<file path="src/common/pcg_pkg.sv">
package pcg_pkg;
  // --------------------------------------------------------------------------
  // Divider widths and lock detector figures
  // --------------------------------------------------------------------------
  localparam int unsigned R_W = 4;
  localparam int unsigned N_W = 12;
  localparam int unsigned P_W = 2;
  localparam int unsigned L_W = 8;
  localparam int unsigned E_W = 2;
  localparam int unsigned CNT_W = 24;
  // Lock window on feedback periods counted per reference period
  localparam logic [CNT_W-1:0] LOCK_TOL = 24'h00_0002;
  localparam logic [CNT_W-1:0] ACQ_TOL = 24'h00_0010;
  // Nominal center-of-range step in Hz
  localparam int unsigned F_NOM_HZ = 38400;
  localparam int unsigned F_RDV_MIN_HZ = 30000;
  localparam int unsigned F_RDV_MAX_HZ = 100000;

  // Divider settings from software
  typedef struct packed {
    logic [R_W-1:0] ref_div;
    logic [N_W-1:0] fb_mod;
    logic [P_W-1:0] prescale;
    logic [L_W-1:0] lin_mult;
    logic [E_W-1:0] range_exp;
  } pcg_div_s;

  typedef enum logic [0:0] {PCG_ACQUIRE, PCG_TRACK} pcg_mode_e;
endpackage : pcg_pkg

</file>
<file path="src/rtl/pcg_clock_gen.sv">
`timescale 1ns/100ps
module pcg_clock_gen (
  input wire logic I_REF_CLK,
  input wire logic I_RST,
  input wire logic I_CE,
  input wire logic I_CRYSTAL_CLOCK,
  input wire logic I_VCO_CLOCK,
  input wire logic I_INTEGRATION_OSC_ENABLE,
  input wire logic I_OSC_RUN_IN_STOP,
  input wire logic I_MONITOR_MODE,
  input wire logic I_MONITOR_CLOCK_SELECT_PIN,
  input wire logic I_SELECT_VCO,
  input wire logic I_AUTO_BANDWIDTH,
  input wire logic I_FILTER_MODE_WR,
  input wire logic I_FILTER_MODE_BIT,
  input wire logic I_LOCK_CHANGE_IRQ_ENABLE,
  input wire pcg_pkg::pcg_div_s I_DIV,
  output logic O_OSC_ENABLE,
  output logic O_PLL_REFERENCE_CLOCK,
  output logic O_DIVIDED_REFERENCE_CLOCK,
  output logic O_VCO_FEEDBACK_CLOCK,
  output logic O_PUMP_UP,
  output logic O_PUMP_DOWN,
  output logic O_FILTER_MODE_BIT,
  output logic O_LOCK,
  output logic O_LOCK_IRQ,
  output logic O_BASE_CLOCK_OUT,
  output logic O_BUS_CLOCK,
  output logic O_VCO_SELECTED,
  output logic [31:0] O_CENTER_FREQ_HZ
);
  // --------------------------------------------------------------------------
  // Pin synchronisers
  // --------------------------------------------------------------------------
  localparam int unsigned NS = 7;
  logic [NS-1:0] raw_in;
  logic [NS-1:0] sync1_q;
  logic [NS-1:0] sync2_q;
  // Delayed copy of the two synced clock pins, for edge detection only
  logic [1:0] prev_q;
  assign raw_in = {I_CRYSTAL_CLOCK, I_VCO_CLOCK, I_INTEGRATION_OSC_ENABLE, I_OSC_RUN_IN_STOP,
                   I_MONITOR_MODE, I_MONITOR_CLOCK_SELECT_PIN, I_SELECT_VCO};
  // Two stages; all pins arrive from outside this clock
  always_ff @(posedge I_REF_CLK or posedge I_RST) begin
    if (I_RST) begin
      sync1_q <= '0;
      sync2_q <= '0;
      prev_q <= '0;
    end else if (I_CE) begin
      sync1_q <= raw_in;
      sync2_q <= sync1_q;
      prev_q <= sync2_q[6:5];
    end
  end

  logic xtal_s, vco_s, mon_s, mon_sel_s, sel_vco_s;
  logic xtal_rise, vco_rise;
  assign xtal_s = sync2_q[6];
  assign vco_s = sync2_q[5];
  assign mon_s = sync2_q[2];
  assign mon_sel_s = sync2_q[1];
  assign sel_vco_s = sync2_q[0];
  // Sampled clocks must stay below half the sample rate, else edges are lost
  assign xtal_rise = xtal_s & ~prev_q[1];
  assign vco_rise = vco_s & ~prev_q[0];

  // Oscillator enable from either source
  assign O_OSC_ENABLE = sync2_q[4] | sync2_q[3];
  assign O_PLL_REFERENCE_CLOCK = xtal_s;

  // --------------------------------------------------------------------------
  // Reference divider and feedback divider chain
  // --------------------------------------------------------------------------
  logic [pcg_pkg::R_W-1:0] rcnt_q;
  logic rdv_q, rdv_tick;
  logic [7:0] pcnt_q;
  logic [pcg_pkg::N_W-1:0] ncnt_q;
  logic vdv_q, vdv_tick, pre_tick;
  logic [7:0] pre_last;
  assign pre_last = 8'((9'h001 << I_DIV.prescale) - 9'h001);
  // Ratios of zero or one divide by one; a zero ratio would otherwise wrap
  logic r_by_one, n_by_one;
  assign r_by_one = (I_DIV.ref_div[pcg_pkg::R_W-1:1] == '0);
  assign n_by_one = (I_DIV.fb_mod[pcg_pkg::N_W-1:1] == '0);
  assign rdv_tick = xtal_rise & (r_by_one | (rcnt_q >= I_DIV.ref_div - 1'b1));
  assign pre_tick = vco_rise & (pcnt_q >= pre_last);
  assign vdv_tick = pre_tick & (n_by_one | (ncnt_q >= I_DIV.fb_mod - 1'b1));
  // Modulo counters; zero ratios behave as divide by one
  always_ff @(posedge I_REF_CLK or posedge I_RST) begin
    if (I_RST) begin
      rcnt_q <= '0;
      pcnt_q <= '0;
      ncnt_q <= '0;
      rdv_q <= 1'b0;
      vdv_q <= 1'b0;
    end else if (I_CE) begin
      if (xtal_rise) rcnt_q <= rdv_tick ? '0 : rcnt_q + 1'b1;
      if (vco_rise) pcnt_q <= pre_tick ? '0 : pcnt_q + 8'h01;
      if (pre_tick) ncnt_q <= vdv_tick ? '0 : ncnt_q + 1'b1;
      if (rdv_tick) rdv_q <= ~rdv_q;
      if (vdv_tick) vdv_q <= ~vdv_q;
    end
  end
  assign O_DIVIDED_REFERENCE_CLOCK = rdv_q;
  assign O_VCO_FEEDBACK_CLOCK = vdv_q;

  // --------------------------------------------------------------------------
  // Phase detector: tri-state up/down pump
  // --------------------------------------------------------------------------
  logic up_q, dn_q;
  // Width of pulse equals edge-to-edge lag, sign gives direction
  // Resolution is one sample period; finer phase error is invisible here
  always_ff @(posedge I_REF_CLK or posedge I_RST) begin
    if (I_RST) begin
      up_q <= 1'b0;
      dn_q <= 1'b0;
    end else if (I_CE) begin
      up_q <= (up_q | rdv_tick) & ~(vdv_tick | dn_q & rdv_tick) & ~(up_q & vdv_tick);
      dn_q <= (dn_q | vdv_tick) & ~(rdv_tick | up_q & vdv_tick) & ~(dn_q & rdv_tick);
    end
  end
  assign O_PUMP_UP = up_q;
  assign O_PUMP_DOWN = dn_q;

  // --------------------------------------------------------------------------
  // Lock detector: feedback edges counted per reference period
  // --------------------------------------------------------------------------
  logic [pcg_pkg::CNT_W-1:0] fcnt_q, diff;
  logic lock_q, lock_prev_q, irq_q, in_lock, in_track;
  pcg_pkg::pcg_mode_e mode_q;
  // Target is one feedback period per reference period
  // Coarse on purpose: counting whole edges keeps the detector small
  assign diff = (fcnt_q > 24'h00_0001) ? fcnt_q - 24'h00_0001 : 24'h00_0001 - fcnt_q;
  assign in_lock = diff < pcg_pkg::LOCK_TOL;
  assign in_track = diff < pcg_pkg::ACQ_TOL;
  // One evaluation per divided reference period, on its falling toggle
  logic rdv_eval, vdv_fall;
  assign rdv_eval = rdv_tick & rdv_q;
  assign vdv_fall = vdv_tick & vdv_q;
  // Evaluated once per reference period, so speed follows reference rate
  always_ff @(posedge I_REF_CLK or posedge I_RST) begin
    if (I_RST) begin
      fcnt_q <= '0;
      lock_q <= 1'b0;
      lock_prev_q <= 1'b0;
      irq_q <= 1'b0;
      mode_q <= pcg_pkg::PCG_ACQUIRE;
    end else if (I_CE) begin
      if (rdv_eval) fcnt_q <= {{(pcg_pkg::CNT_W-1){1'b0}}, vdv_fall};
      else if (vdv_fall) fcnt_q <= fcnt_q + 24'h00_0001;
      if (!I_AUTO_BANDWIDTH) begin
        lock_q <= 1'b0;
        if (I_FILTER_MODE_WR)
          mode_q <= I_FILTER_MODE_BIT ? pcg_pkg::PCG_TRACK : pcg_pkg::PCG_ACQUIRE;
      end else if (rdv_eval) begin
        lock_q <= in_lock;
        mode_q <= in_track ? pcg_pkg::PCG_TRACK : pcg_pkg::PCG_ACQUIRE;
      end
      lock_prev_q <= lock_q;
      irq_q <= I_AUTO_BANDWIDTH & I_LOCK_CHANGE_IRQ_ENABLE & (lock_q ^ lock_prev_q);
    end
  end
  assign O_LOCK = lock_q;
  assign O_LOCK_IRQ = irq_q;
  assign O_FILTER_MODE_BIT = (mode_q == pcg_pkg::PCG_TRACK);

  // Center-of-range figure for software checks
  logic [31:0] cfreq_d, cfreq_q;
  assign cfreq_d = 32'(32'(I_DIV.lin_mult) * (32'h0000_0001 << I_DIV.range_exp) * pcg_pkg::F_NOM_HZ);
  // Registered so the port is a flop; one cycle behind quasi-static settings
  always_ff @(posedge I_REF_CLK or posedge I_RST) begin
    if (I_RST) begin
      cfreq_q <= '0;
    end else if (I_CE) begin
      cfreq_q <= cfreq_d;
    end
  end
  assign O_CENTER_FREQ_HZ = cfreq_q;

  // --------------------------------------------------------------------------
  // Base clock selector
  // --------------------------------------------------------------------------
  logic xhalf_q, vhalf_q, use_vco_q, base_q, bus_q, want_vco;
  // Monitor mode lets the select pin pick the source
  assign want_vco = mon_s ? mon_sel_s : sel_vco_s;
  // Switch only while both halves low and base low: no runt pulses
  // Trade-off: a switch waits until both halves are low at once, which has no fixed bound
  always_ff @(posedge I_REF_CLK or posedge I_RST) begin
    if (I_RST) begin
      xhalf_q <= 1'b0;
      vhalf_q <= 1'b0;
      use_vco_q <= 1'b0;
      base_q <= 1'b0;
      bus_q <= 1'b0;
    end else if (I_CE) begin
      if (xtal_rise) xhalf_q <= ~xhalf_q;
      if (vco_rise) vhalf_q <= ~vhalf_q;
      if (want_vco != use_vco_q && !base_q && !xhalf_q && !vhalf_q) use_vco_q <= want_vco;
      if ((use_vco_q ? vco_rise : xtal_rise)) begin
        base_q <= use_vco_q ? ~vhalf_q : ~xhalf_q;
        if (!base_q) bus_q <= ~bus_q;
      end
    end
  end
  assign O_BASE_CLOCK_OUT = base_q;
  assign O_BUS_CLOCK = bus_q;
  assign O_VCO_SELECTED = use_vco_q;
endmodule : pcg_clock_gen

</file>
<file path="config.mk">
export PLATFORM = sky130hd
export DESIGN_NAME = pcg_clock_gen
export DESIGN_NICKNAME = d
export VERILOG_FILES = /design/src/common/pcg_pkg.sv /design/src/rtl/pcg_clock_gen.sv
export SDC_FILE = /design/constraint.sdc
export NUM_CORES = 1
export LEC_CHECK = 0
export ABC_AREA = 1
export BUFFER_PORTS_ARGS = -buffer_cell sky130_fd_sc_hd__buf_4
export CELL_PAD_IN_SITES_DETAIL_PLACEMENT = 0
export CELL_PAD_IN_SITES_GLOBAL_PLACEMENT = 1
export CORE_MARGIN = 5
export CORE_UTILIZATION = 25
export DETAILED_ROUTE_END_ITERATION = 12
export MAX_ROUTING_LAYER = met4
export PLACE_DENSITY = 0.6
export SKIP_CTS_REPAIR_TIMING = 1
export SLEW_MARGIN = 0
export SYNTH_ARGS = -nofsm -noshare
export SYNTH_HDL_FRONTEND = slang
export SYNTH_SLANG_ARGS = --single-unit
</file>
<file path="constraint.sdc">
create_clock -name I_REF_CLK -period 4.14 [get_ports I_REF_CLK]
set_clock_uncertainty 0.05 [all_clocks]
set_input_delay 0.414 -clock I_REF_CLK [delete_from_list [all_inputs] [get_ports I_REF_CLK]]
set_output_delay 0.414 -clock I_REF_CLK [all_outputs]
set_load 0.02 [all_outputs]
</file>
==> out/summary.log <==
[status] outcome finished, violations left
[status] violations in the final reports setup timing
[hold_path] Min-Delay Path Class in -> async
[setup_path] Crit. End Element flip-flop
[global_routing] largest net degree at the start of global routing 68
[place] final weighted congestion in routability-driven placement 0.8627
[sta] pin slew with the least headroom to its limit 0.8904 ns
[place] worst slack after detailed placement -2.702 ns
[logic_synthesis] Primary FF master, synth sky130_fd_sc_hd__dfrtp_1
[sta] Tcrit/Tclk final 1.481
[routing] count of antenna-violating nets left after detailed routing 0
[floorplan] count of pins on the block boundary 86
[setup_path] slowest cell on the critical path sky130_fd_sc_hd__fa_1
[routing] Routed WL 27800 um
[setup_path] signal arrival time at the worst endpoint 6.35 ns
[sta] setup slack of the critical path after layout -1.990 ns
[logic_synthesis] distinct cell type count after synthesis 45
[sta] worst slew margin relative to its limit 0.4064
[logic_synthesis] EDFF count, synth 0
[floorplan] core region area 0.03883 mm2
[setup_path] end of the worst register-to-register path O_FILTER_MODE_BIT
[power_and_ir_drop] power density over the cells 572.3 mW/mm2
[setup_path] startpoint kind of the worst setup timing path input pin
[sta] Final Max Slew Viols 0
[power_and_ir_drop] total leakage power 6.625 nW
[cts] TritonCTS clock tree yes
[cts] H-tree level count 3
[setup_path] depth of the worst register-to-register path 15
[setup_path] register-to-register setup slack 1.13 ns
[logic_synthesis] number of synthesized register bits 98
[sta] final worst path period need 6.130 ns
[sta] peak clock frequency supported by timing 163.1 MHz
[floorplan] Die H 208.3 um
[final_layout] share of layout cells above drive strength 1 0.2418
[sta] final count of negative-setup-slack endpoints 16
[logic_synthesis] Cells after Synth 1378
[logic_synthesis] fraction of synthesis flops using an asynchronous set or reset pin 1.000
[routing] routed via count divided by cell count 4.362
[global_routing] antenna violations before repair 0
[cts] clock buffer depth 2
[place] # port buffers 74
[cts] CTS Buf Count 9
[power_and_ir_drop] worst-case vdd ir drop 308.6 uV
[final_layout] Layout Nets 1739
[logic_synthesis] Yosys warning count 0
[global_routing] met3 demand-to-capacity share in global routing 0.01401
[routing] average routed wire per standard cell 13.43 um
[sta] RSZ-0062 raised after global routing true
[global_routing] GRT overflow 0
[global_routing] vias in the first global route 8913
[routing] residual DRC count 0
[setup_path] critical path's largest stage delay 0.51 ns
[floorplan] Die Width 208.3 um
[flow_run] max-capacitance violation count 0
[setup_path] startpoint-to-endpoint class of the critical path in -> reg
[floorplan] total number of placement rows 72
[cts] clock root buffer master sky130_fd_sc_hd__clkbuf_16
[final_layout] layout overhead on the synthesized area 31.31%
[setup_path] source of the worst register-to-register timing path fcnt_q[0]
[cts] clk slew on worst S/H paths 0.08 ns
[final_layout] post-layout util 0.3326
[final_layout] total inserted antenna cells 0
[global_routing] GRT met2 Usage 0.2278
[final_layout] commonest cells after routing, fill and taps aside 324 x sky130_fd_sc_hd__nand2_1, 184 x sky130_fd_sc_hd__inv_1, 181 x sky130_fd_sc_hd__buf_4
[setup_path] highest net fanout along the worst path 6
[routing] first-pass iteration count of the detailed router 6
[routing] total via count in the routed design 9024
[logic_synthesis] post-synthesis area per instance 7.136 um2
[setup_path] required time at the endpoint of the critical path 4.36 ns
[sta] Hold Violations, Final 0
[floorplan] die outline area 0.04340 mm2
[global_routing] GRT Max-Usage Layer met2
[global_routing] global-route met1 utilization 0.1611
[logic_synthesis] area of the mapped netlist 0.009833 mm2
[final_layout] most common cell after layout, fill and taps aside sky130_fd_sc_hd__nand2_1
[logic_synthesis] sequential cell area fraction in the yosys report 0.2494
[place] DP Wirelength 22550 um
[cts] number of clock sinks 98
[global_routing] overall fraction of global-route tracks in use 0.1298
[global_routing] first-pass GRT wire length 45510 um
[floorplan] starting utilization of the core area 0.2533
[cts] Worst-Skew Late Latency 0.35 ns
[routing] first-iteration detailed-routing DRC count 375
[worst max-delay path, delay by kind of cell]
kind / cells / cell delay (ns)
AO/OA/AOI/OAI: 6 / 0.85
AND/OR/NAND/NOR: 9 / 0.94
XOR/XNOR: 1 / 0.19
buffers and inverters: 7 / 0.44
adder cells (fa/ha/maj): 10 / 3.52
[stage by stage]
stage / power [mW] / std cells / hold WS, ns / cell area, um2 / setup TNS (ns)
final: 7.390 / 2069 / 0.1183 / 12910 / -25.92
after global routing: 8.087 / 2069 / 0.1502 / 12910 / -30.14
after CTS: 6.719 / 2058 / 0.1245 / 12310 / -30.34
after detailed placement: 5.784 / 2042 / 0.4090 / 12010 / -36.32
after global placement: 5.757 / 2042 / 0.4086 / 12010 / -35.13
after floorplan: 4.287 / 1388 / 0.3916 / 10270 / -27.46
[synth_stat cells, types with 6 or more instances]
master | number | area share
sky130_fd_sc_hd__a21oi_1 | 52 | 0.026
sky130_fd_sc_hd__buf_2 | 14 | 0.0071
sky130_fd_sc_hd__buf_4 | 12 | 0.0092
sky130_fd_sc_hd__clkbuf_1 | 12 | 0.0046
sky130_fd_sc_hd__dfrtp_1 | 98 | 0.25
sky130_fd_sc_hd__fa_1 | 31 | 0.063
sky130_fd_sc_hd__ha_1 | 120 | 0.15
sky130_fd_sc_hd__inv_1 | 206 | 0.079
sky130_fd_sc_hd__nand2_1 | 340 | 0.13
sky130_fd_sc_hd__nand3_1 | 78 | 0.040
sky130_fd_sc_hd__nand4_1 | 23 | 0.015
sky130_fd_sc_hd__nor2_1 | 166 | 0.063
sky130_fd_sc_hd__nor2_2 | 7 | 0.0045
sky130_fd_sc_hd__nor2_4 | 6 | 0.0069
sky130_fd_sc_hd__nor3_1 | 17 | 0.0087
sky130_fd_sc_hd__o21ai_0 | 66 | 0.034
sky130_fd_sc_hd__or2_2 | 6 | 0.0038
sky130_fd_sc_hd__xnor2_1 | 13 | 0.012
sky130_fd_sc_hd__xor2_1 | 53 | 0.047
[metal layers]
metal / up-vias / share of wire
met1: 4190 / 0.45
met4: 0 / 0.016
met2: 116 / 0.51
met3: 30 / 0.023
li1: 4688 / -
met5: - / 0
[registers in the layout, indices dropped and copies added (netlist names), 2 cells and up]
signal,cells
fcnt_q,24
O_CENTER_FREQ_HZ,21
ncnt_q,12
pcnt_q,8
sync1_q,7
sync2_q,7
rcnt_q,4
prev_q,2
[layout make-up]
class | count | area [um2]
fill | 4149 | 25910
clock buffer | 10 | 229.0
timing repair buffer | 189 | 1466
sequential | 98 | 2452
inverter | 211 | 809.5
tap | 518 | 648.1
clock inverter | 6 | 75.07
multi-input combinational | 1037 | 7232
[report_power, final]
part / switching [mW] / leakage, nW / total [mW] / internal (mW)
clock network: 0.404 / 0.139 / 0.882 / 0.478
logic: 2.77 / 5.23 / 5.04 / 2.27
registers: 0.268 / 1.25 / 1.47 / 1.20
[cells by family after synthesis]
family	share of synthesized area
flip-flops	0.2494
XOR/XNOR	0.05879
AO/OA/AOI/OAI	0.08055
AND/OR/NAND/NOR	0.2881
buffers and inverters	0.1060
multiplexers	0.001018
other	0.0003814
adder cells (fa/ha/maj)	0.2158
[how the worst max path moves through the flow]
stage,from,end,slack [ns],cells after the start
final,I_DIV[1],O_CENTER_FREQ_HZ[28],-1.99,33
after global routing,I_DIV[0],O_CENTER_FREQ_HZ[26],-2.25,33
after CTS,I_DIV[1],O_CENTER_FREQ_HZ[28],-2.34,29
after detailed placement,I_DIV[1],O_CENTER_FREQ_HZ[28],-2.70,29
after global placement,I_DIV[0],O_CENTER_FREQ_HZ[28],-2.60,34
after floorplan,I_DIV[0],O_CENTER_FREQ_HZ[26],-2.09,33
Note: power is estimated with default switching activity, not from simulation.
